## config.mk

```make
export PLATFORM = sky130hd
export DESIGN_NAME = rgp_port
export DESIGN_NICKNAME = d
export VERILOG_FILES = /design/src/rtl/rgp_pkg.sv /design/src/rtl/rgp_rx_if.sv /design/src/rtl/rgp_rx.sv /design/src/rtl/rgp_port.sv
export SDC_FILE = /design/constraint.sdc
export NUM_CORES = 1
export LEC_CHECK = 0
export BUFFER_PORTS_ARGS = -buffer_cell sky130_fd_sc_hd__buf_2
export CORE_AREA = 2 2 101 64
export DETAILED_ROUTE_END_ITERATION = 8
export DIE_AREA = 0 0 103 66
export PLACE_DENSITY = 0.8
export SYNTH_ARGS = -nofsm -noshare
export SYNTH_HDL_FRONTEND = slang
export SYNTH_SLANG_ARGS = --single-unit
```

## constraint.sdc

```tcl
create_clock -name sys_clk -period 6.2 [get_ports sys_clk]
set_input_delay 1.55 -clock sys_clk [delete_from_list [all_inputs] [get_ports sys_clk]]
set_output_delay 1.55 -clock sys_clk [all_outputs]
set_load 0.01 [all_outputs]
```

## src/rtl/rgp_pkg.sv

```systemverilog
// Shared constants and types for the RGMII PHY port
package rgp_pkg;
    // Link speed selection
    typedef enum logic [1:0] {
        RGP_SPEED_10,
        RGP_SPEED_100,
        RGP_SPEED_1000
    } rgp_speed_t;

    // Clock rates, in kHz
    localparam int unsigned SYS_CLK_KHZ  = 250000;
    localparam int unsigned TXC_1000_KHZ = 125000;
    localparam int unsigned TXC_100_KHZ  = 25000;
    localparam int unsigned TXC_10_KHZ   = 2500;
    localparam int unsigned REFCLK_KHZ   = 25000;

    // Half periods in system clock cycles, rounded down, never below one
    localparam int unsigned HALF_1000_RAW = SYS_CLK_KHZ / (2 * TXC_1000_KHZ);
    localparam int unsigned HALF_100_RAW  = SYS_CLK_KHZ / (2 * TXC_100_KHZ);
    localparam int unsigned HALF_10_RAW   = SYS_CLK_KHZ / (2 * TXC_10_KHZ);
    localparam int unsigned HALF_REF_RAW  = SYS_CLK_KHZ / (2 * REFCLK_KHZ);
    localparam logic [7:0] HALF_1000 = 8'(HALF_1000_RAW < 1 ? 1 : HALF_1000_RAW);
    localparam logic [7:0] HALF_100  = 8'(HALF_100_RAW < 1 ? 1 : HALF_100_RAW);
    localparam logic [7:0] HALF_10   = 8'(HALF_10_RAW < 1 ? 1 : HALF_10_RAW);
    localparam logic [7:0] HALF_REF  = 8'(HALF_REF_RAW < 1 ? 1 : HALF_REF_RAW);

    // Reset values
    localparam logic [3:0] NIBBLE_RST = 4'h0;
    localparam logic [7:0] BYTE_RST   = 8'h00;
    localparam logic [7:0] COUNT_RST  = 8'h00;
    localparam logic [2:0] SYNC_RST   = 3'h0;
endpackage

```

## src/rtl/rgp_rx_if.sv

```systemverilog
// Carrier between the port top and its receive deserialiser
`timescale 1ns/1ps
interface rgp_rx_if;
    logic       gigabit;
    logic       rxc_pin;
    logic       rx_ctl_pin;
    logic [3:0] rxd_pin;
    logic [7:0] rx_byte;
    logic       rx_valid;
    logic       rx_error;

    modport top (output gigabit, output rxc_pin, output rx_ctl_pin, output rxd_pin,
                 input rx_byte, input rx_valid, input rx_error);
    modport rx  (input gigabit, input rxc_pin, input rx_ctl_pin, input rxd_pin,
                 output rx_byte, output rx_valid, output rx_error);
endinterface

```

## src/rtl/rgp_rx.sv

```systemverilog
// Receive side: samples the PHY's clock, data and control, builds bytes
`timescale 1ns/1ps
module rgp_rx
    import rgp_pkg::*;
(
    input  wire logic sys_clk,
    input  wire logic rst,
    rgp_rx_if.rx      rif
);
    // Three-stage synchronisers for clock, control and data pins
    logic [2:0] rxc_sync_q;
    logic [2:0] ctl_sync_q;
    logic [2:0] rxd_sync_q [4];

    always_ff @(posedge sys_clk) begin
        if (rst) begin
            rxc_sync_q <= SYNC_RST;
            ctl_sync_q <= SYNC_RST;
        end else begin
            rxc_sync_q <= {rxc_sync_q[1:0], rif.rxc_pin};
            ctl_sync_q <= {ctl_sync_q[1:0], rif.rx_ctl_pin};
        end
    end

    genvar gi;
    generate
        for (gi = 0; gi < 4; gi++) begin : g_rxd_sync
            always_ff @(posedge sys_clk) begin
                if (rst) begin
                    rxd_sync_q[gi] <= SYNC_RST;
                end else begin
                    rxd_sync_q[gi] <= {rxd_sync_q[gi][1:0], rif.rxd_pin[gi]};
                end
            end
        end
    endgenerate

    // Edges are taken from the agreeing second and third stages only
    wire       rise = rxc_sync_q[1] & ~rxc_sync_q[2];
    wire       fall = ~rxc_sync_q[1] & rxc_sync_q[2];
    wire       ctl_now = ctl_sync_q[1];
    wire [3:0] nib_now = {rxd_sync_q[3][1], rxd_sync_q[2][1], rxd_sync_q[1][1], rxd_sync_q[0][1]};

    logic [3:0] low_q;
    logic       dv_q;
    logic       err_q;
    logic       half_q;
    logic [7:0] byte_q;
    logic       valid_q;
    logic       error_q;

    // Rising edge carries valid, falling carries valid xor error
    wire err_fall = dv_q ^ ctl_now;
    // Gigabit: byte done at falling edge; slower: at second rising nibble
    wire done_gig  = rif.gigabit & fall & dv_q;
    wire done_slow = ~rif.gigabit & rise & ctl_now & half_q;

    always_ff @(posedge sys_clk) begin
        if (rst) begin
            low_q   <= NIBBLE_RST;
            dv_q    <= 1'b0;
            err_q   <= 1'b0;
            half_q  <= 1'b0;
            byte_q  <= BYTE_RST;
            valid_q <= 1'b0;
            error_q <= 1'b0;
        end else begin
            valid_q <= done_gig | done_slow;
            if (rise) begin
                dv_q <= ctl_now;
                if (rif.gigabit | ~half_q) begin
                    low_q <= nib_now;
                end
                half_q <= ~rif.gigabit & ctl_now & ~half_q;
            end
            if (fall) begin
                err_q <= err_fall;
            end
            if (done_gig) begin
                byte_q  <= {nib_now, low_q};
                error_q <= err_fall;
            end else if (done_slow) begin
                byte_q  <= {nib_now, low_q};
                error_q <= err_q;
            end
        end
    end

    assign rif.rx_byte  = byte_q;
    assign rif.rx_valid = valid_q;
    assign rif.rx_error = error_q;
endmodule

```

## src/rtl/rgp_port.sv

```systemverilog
// RGMII PHY port top: transmit serialiser, clocks toward the PHY, receive path
`timescale 1ns/1ps
// Operation
// - Send frame nibbles on four-bit TX bus
// - TX control carries enable and error combined
// - Drive TX clock at speed-dependent rate
// - Output free-running 25 MHz reference clock
// - TX clock may follow PHY gigabit clock
module rgp_port
    import rgp_pkg::*;
(
    input  wire logic       sys_clk,
    input  wire logic       rst,
    input  wire rgp_speed_t speed,
    input  wire logic       use_phy_clk,
    input  wire logic       tx_valid,
    input  wire logic [7:0] tx_data,
    input  wire logic       tx_error,
    output logic            tx_taken,
    output logic [7:0]      rx_data,
    output logic            rx_valid,
    output logic            rx_error,
    output logic [3:0]      txd,
    output logic            tx_ctl,
    output logic            txc,
    input  wire logic [3:0] rxd,
    input  wire logic       rx_ctl,
    input  wire logic       rxc,
    input  wire logic       phy_gigabit_clock_in,
    output logic            phy_reference_clock_out
);
    rgp_rx_if rif ();

    wire gigabit = (speed == RGP_SPEED_1000);

    // Reference clock divider, never stopped by speed changes
    logic [7:0] ref_cnt_q;
    logic       ref_q;
    wire        ref_wrap = (ref_cnt_q == HALF_REF - 8'h01);

    always_ff @(posedge sys_clk) begin
        if (rst) begin
            ref_cnt_q <= COUNT_RST;
            ref_q     <= 1'b0;
        end else begin
            ref_cnt_q <= ref_wrap ? COUNT_RST : ref_cnt_q + 8'h01;
            ref_q     <= ref_q ^ ref_wrap;
        end
    end

    // PHY gigabit clock passes three stages before its edges are used
    logic [2:0] gclk_sync_q;
    wire        gclk_edge = gclk_sync_q[1] ^ gclk_sync_q[2];

    always_ff @(posedge sys_clk) begin
        if (rst) begin
            gclk_sync_q <= SYNC_RST;
        end else begin
            gclk_sync_q <= {gclk_sync_q[1:0], phy_gigabit_clock_in};
        end
    end

    // Transmit clock divider; half period chosen by speed
    logic [7:0] tx_cnt_q;
    logic       txc_q;
    wire [7:0]  half = gigabit ? HALF_1000 :
                       (speed == RGP_SPEED_100) ? HALF_100 : HALF_10;
    wire        cnt_wrap = (tx_cnt_q >= half - 8'h01);
    // The synchronised PHY clock is used only at gigabit speed and only when use_phy_clk is set
    wire        ext_sel = gigabit & use_phy_clk;
    wire        toggle = ext_sel ? gclk_edge : cnt_wrap;
    wire        go_high = toggle & ~txc_q;
    wire        go_low = toggle & txc_q;

    always_ff @(posedge sys_clk) begin
        if (rst) begin
            tx_cnt_q <= COUNT_RST;
            txc_q    <= 1'b0;
        end else begin
            tx_cnt_q <= (cnt_wrap | ext_sel) ? COUNT_RST : tx_cnt_q + 8'h01;
            txc_q    <= txc_q ^ toggle;
        end
    end

    // Byte under transmission
    logic [7:0] cur_q;
    logic       cur_en_q;
    logic       cur_er_q;
    logic       nib_sel_q;
    logic [3:0] txd_q;
    logic       tx_ctl_q;
    logic       taken_q;

    // Gigabit fetches a byte each rising edge; slower rates every other falling edge
    wire fetch = gigabit ? go_high : (go_low & ~nib_sel_q);
    wire en_now = fetch ? tx_valid : cur_en_q;
    wire er_now = fetch ? tx_valid & tx_error : cur_er_q;
    wire [7:0] byte_now = fetch ? tx_data : cur_q;

    // Next nibble and control level on the wire
    wire [3:0] gig_nib = go_high ? byte_now[3:0] : byte_now[7:4];
    wire       gig_ctl = go_high ? en_now : (en_now ^ er_now);
    // Slow rates change data on falling edges so the PHY's rising edge is centred
    wire [3:0] slow_nib = nib_sel_q ? cur_q[7:4] : byte_now[3:0];
    wire       slow_ctl = en_now ^ (er_now & nib_sel_q);
    wire       drive = gigabit ? toggle : go_low;

    always_ff @(posedge sys_clk) begin
        if (rst) begin
            cur_q     <= BYTE_RST;
            cur_en_q  <= 1'b0;
            cur_er_q  <= 1'b0;
            nib_sel_q <= 1'b0;
            txd_q     <= NIBBLE_RST;
            tx_ctl_q  <= 1'b0;
            taken_q   <= 1'b0;
        end else begin
            taken_q <= fetch & tx_valid;
            if (fetch) begin
                cur_q    <= tx_data;
                cur_en_q <= tx_valid;
                cur_er_q <= tx_valid & tx_error;
            end
            if (gigabit) begin
                nib_sel_q <= 1'b0;
            end else if (go_low) begin
                nib_sel_q <= ~nib_sel_q & en_now;
            end
            if (drive) begin
                txd_q    <= gigabit ? gig_nib : slow_nib;
                tx_ctl_q <= gigabit ? gig_ctl : slow_ctl;
            end
        end
    end

    // Receive path
    assign rif.gigabit    = gigabit;
    assign rif.rxc_pin    = rxc;
    assign rif.rx_ctl_pin = rx_ctl;
    assign rif.rxd_pin    = rxd;

    rgp_rx u_rx (
        .sys_clk (sys_clk),
        .rst     (rst),
        .rif     (rif)
    );

    assign txd                     = txd_q;
    assign tx_ctl                  = tx_ctl_q;
    assign txc                     = txc_q;
    assign tx_taken                = taken_q;
    assign phy_reference_clock_out = ref_q;
    assign rx_data                 = rif.rx_byte;
    assign rx_valid                = rif.rx_valid;
    assign rx_error                = rif.rx_error;
endmodule

```

==> results.json <==
{
  "status": "finished clean",
  "post_cts_buffers": 0,
  "max_freq_mhz": 226,
  "period_share_pct": 71.5,
  "synth_common_cells": "dfxtp_1 (68), nor2_1 (51), mux2i_1 (34)",
  "synth-compound-area-share_pct": 6.94,
  "wl_per_cell_um": 12.5,
  "synth-xor-area-share_pct": 4.58,
  "skew_ps": 7.12,
  "r2r-start": "tx_cnt_q[0]$_SDFF_PP0_",
  "vias_per_cell": 4.81,
  "rsz0062_at_grt": "false",
  "leakagePower_nw": 1.44,
  "dpl_cell_area_mm2": 0.00311,
  "design.die.area_mm2": 0.00680,
  "fin_nets": 366,
  "die_w_um": 103,
  "report.final.hold_viol_count": 0,
  "critical_path_class": "in2reg",
  "min_from": "gclk_sync_q[0]$_SDFF_PP0_",
  "synth_top_area_share_pct": 47.5,
  "min_to": "gclk_sync_q[1]$_SDFF_PP0_",
  "synthAdderAreaFrac_pct": 6.11,
  "use_met2_pct": 25.6,
  "rows": 22,
  "core_area_mm2": 0.00589,
  "pin_count": 40,
  "synthTopCellsByArea": "dfxtp_1 (47%), mux2i_1 (12%), nor2_1 (6.7%), ha_1 (6.1%), nor2b_1 (3.9%)",
  "gp_congestion": 0.808,
  "rr_worst_depth": 11,
  "die_y_um": 66,
  "yosysWarningCount": 0,
  "syn2layout_area_growth_pct": 14.9,
  "vias": 2017,
  "rrSetupSlack_ps": 3060,
  "synth_cell_types": 35,
  "grt_max_degree": 55,
  "crit_arrival_ps": 4630,
  "layout-drive-gt1-share_pct": 18.8,
  "synth_edf_count": 0,
  "grt_pass1_wl_mm": 8.65,
  "dp_hpwl_mm": 3.77,
  "start_util_pct": 48.7,
  "grt_use_total_pct": 17.1,
  "io_buffers": 39,
  "fin_tns_setup_ps": 0,
  "postCtsHoldBufs": 0,
  "drt-initial-drc-count": 38,
  "diodes": 0,
  "worstMarginPinSlew_ps": 1290,
  "holdPathStages": 1,
  "synth_area_leader_cell": "dfxtp_1",
  "total_power_mw": 0.899,
  "synth_simple_gate_area_share_pct": 17.3,
  "grt_pass1_vias": 1851,
  "cts_tree": "built",
  "synth-seq-cells": 68,
  "cts-buffers-inserted": 9,
  "busiest_layer": "met2",
  "worst_hold_path_type": "reg2reg",
  "wirelength_mm": 5.26,
  "synthMostInstantiatedCell": "dfxtp_1",
  "cts_htree_levels": 3,
  "end_kind": "register",
  "syn_area_per_cell_um2": 9.82,
  "overflow": 0,
  "route.detailed.drc": 0,
  "synth_area_mm2": 0.00287,
  "crit_required_ps": 6400,
  "cp-start-kind": "input port",
  "grt.met1_usage_pct": 22.5,
  "clock_path_buffers": 2,
  "antenna_found_initial": 0,
  "r2r-end": "cur_q[0]$_SDFF_PP0_",
  "slew-limit-headroom_pct": 14.0,
  "ys.flop_type": "dfxtp_1",
  "synth_seq_area_share_pct": 47.5,
  "finalSetupViolations": 0,
  "synthMuxAreaShare_pct": 13.4,
  "synth_top_family_by_area": "simple AND/OR/NAND/NOR gates",
  "post_cts_resized": 0,
  "maxCapViolCount": 0,
  "ir_drop_v": 0.000170,
  "met3_usage_pct": 5.71,
  "synth_cells": 292,
  "ant_nets": 0,
  "slew_viol_final": 0,
  "dp.cells": 403,
  "clock-sinks": 68,
  "clk_pin_slew_ps": 70,
  "cts-root-buf": "clkbuf_8",
  "async_reset_ff_share_pct": 0,
  "post-route-min-period_ps": 4430,
  "fin_cells": 419,
  "power_density_mw_per_mm2": 273,
  "firstDrtPassIters": 4,
  "clk_latency_ps": 340,
  "crit_path_max_fanout": 18,
  "final_area_mm2": 0.00329
}
==> state kept, by name, summed over array words and instances (netlist names), 2 cells and up <==
name	count
tx_cnt_q	8
u_rx.ctl_sync_q	2
u_rx.rxc_sync_q	3
ref_cnt_q	8
u_rx.rxd_sync_q	8
u_rx.rif.rx_byte	8
gclk_sync_q	3
txd	4
u_rx.low_q	4
cur_q	8
==> cells in the final DEF, fill, tap and decap left out <==
cell        instances
a2111oi_4           1
a211oi_1            5
a21boi_1            1
a21oi_1             5
a31oi_1             1
a41oi_4             1
and2_1              1
and3_1              2
and3b_1             1
buf_2              39
clkbuf_8           10
clkinv_4            2
clkinvlp_4          3
conb_1              3
dfxtp_1            68
ha_1               14
inv_1              13
inv_6               1
mux2_2              4
mux2i_1            34
nand2_1            14
nand2b_1            4
nand3_1             8
nand4_1             1
nor2_1             51
nor2b_1            18
nor3_1              3
nor3b_1             2
nor4bb_1            1
o2111ai_1           1
o21ai_0             5
o21ai_1             1
o21ai_2             1
o22ai_4             1
xnor2_1             7
xor2_1              8
==> through the flow <==
| step | hold slack, ps | setup slack [ps] | util [%] |
|---|---|---|---|
| after global placement | 419 | 1590 | 52.8 |
| after floorplan | 414 | 2030 | - |
| final | 438 | 1770 | 55.9 |
| after detailed placement | 422 | 1480 | 52.8 |
| after CTS | 441 | 1820 | 55.9 |
| after global routing | 458 | 1500 | 55.9 |
==> routing by layer <==
metal | part of all wire (%) | vias up
li1 | - | 1037
met1 | 48 | 924
met2 | 44 | 46
met3 | 5.9 | 10
met4 | 1.8 | 0
met5 | 0 | -
==> area by class of cell <==
type | count | area, um2
Timing Repair Buffer | 39 | 195
Fill cell | 548 | 2600
Multi-Input combinational cell | 199 | 1400
Sequential cell | 68 | 1360
Clock inverter | 6 | 48.8
Clock buffer | 10 | 138
Inverter | 13 | 48.8
Tap cell | 84 | 105
==> cells by family (layout without fill, tap and decap cells) <==
group / count (synthesis) / after routing
mux: 38 / 38
simple gates: 106 / 106
compound gates: 23 / 23
flops: 68 / 68
fa+ha+maj: 14 / 14
other cells: 2 / 3
xor+xnor: 15 / 15
buf+inv: 26 / 68
==> report_power, final <==
part           switching, mW  internal (mW)  total [mW]  leakage (nW)
Sequential            0.0123          0.455       0.467         0.554
Combinational         0.0563         0.0462       0.103         0.800
Clock                  0.171          0.158       0.329        0.0851
==> critical path, stage by stage <==
cell,delay [ps]
buf_2,110
inv_1,50
ha_1,690
a2111oi_4,170
o21ai_2,130
a41oi_4,70
a31oi_1,310
ha_1,410
nor3b_1,270
nand2b_1,550
mux2i_1,260
nor2_1,50
==> how the worst max path moves through the flow <==
stage	start	slack (ps)	endpoint
CTS	speed[0]	1820	cur_q[0]$_SDFF_PP0_
global route	speed[0]	1500	cur_q[7]$_SDFF_PP0_
floorplan	speed[0]	2030	tx_ctl$_SDFFE_PP0P_
detailed placement	speed[0]	1480	cur_q[2]$_SDFF_PP0_
finish	speed[0]	1770	cur_q[0]$_SDFF_PP0_
global placement	speed[0]	1590	cur_q[1]$_SDFF_PP0_
No activity file was read; power rests on OpenSTA's default activity.
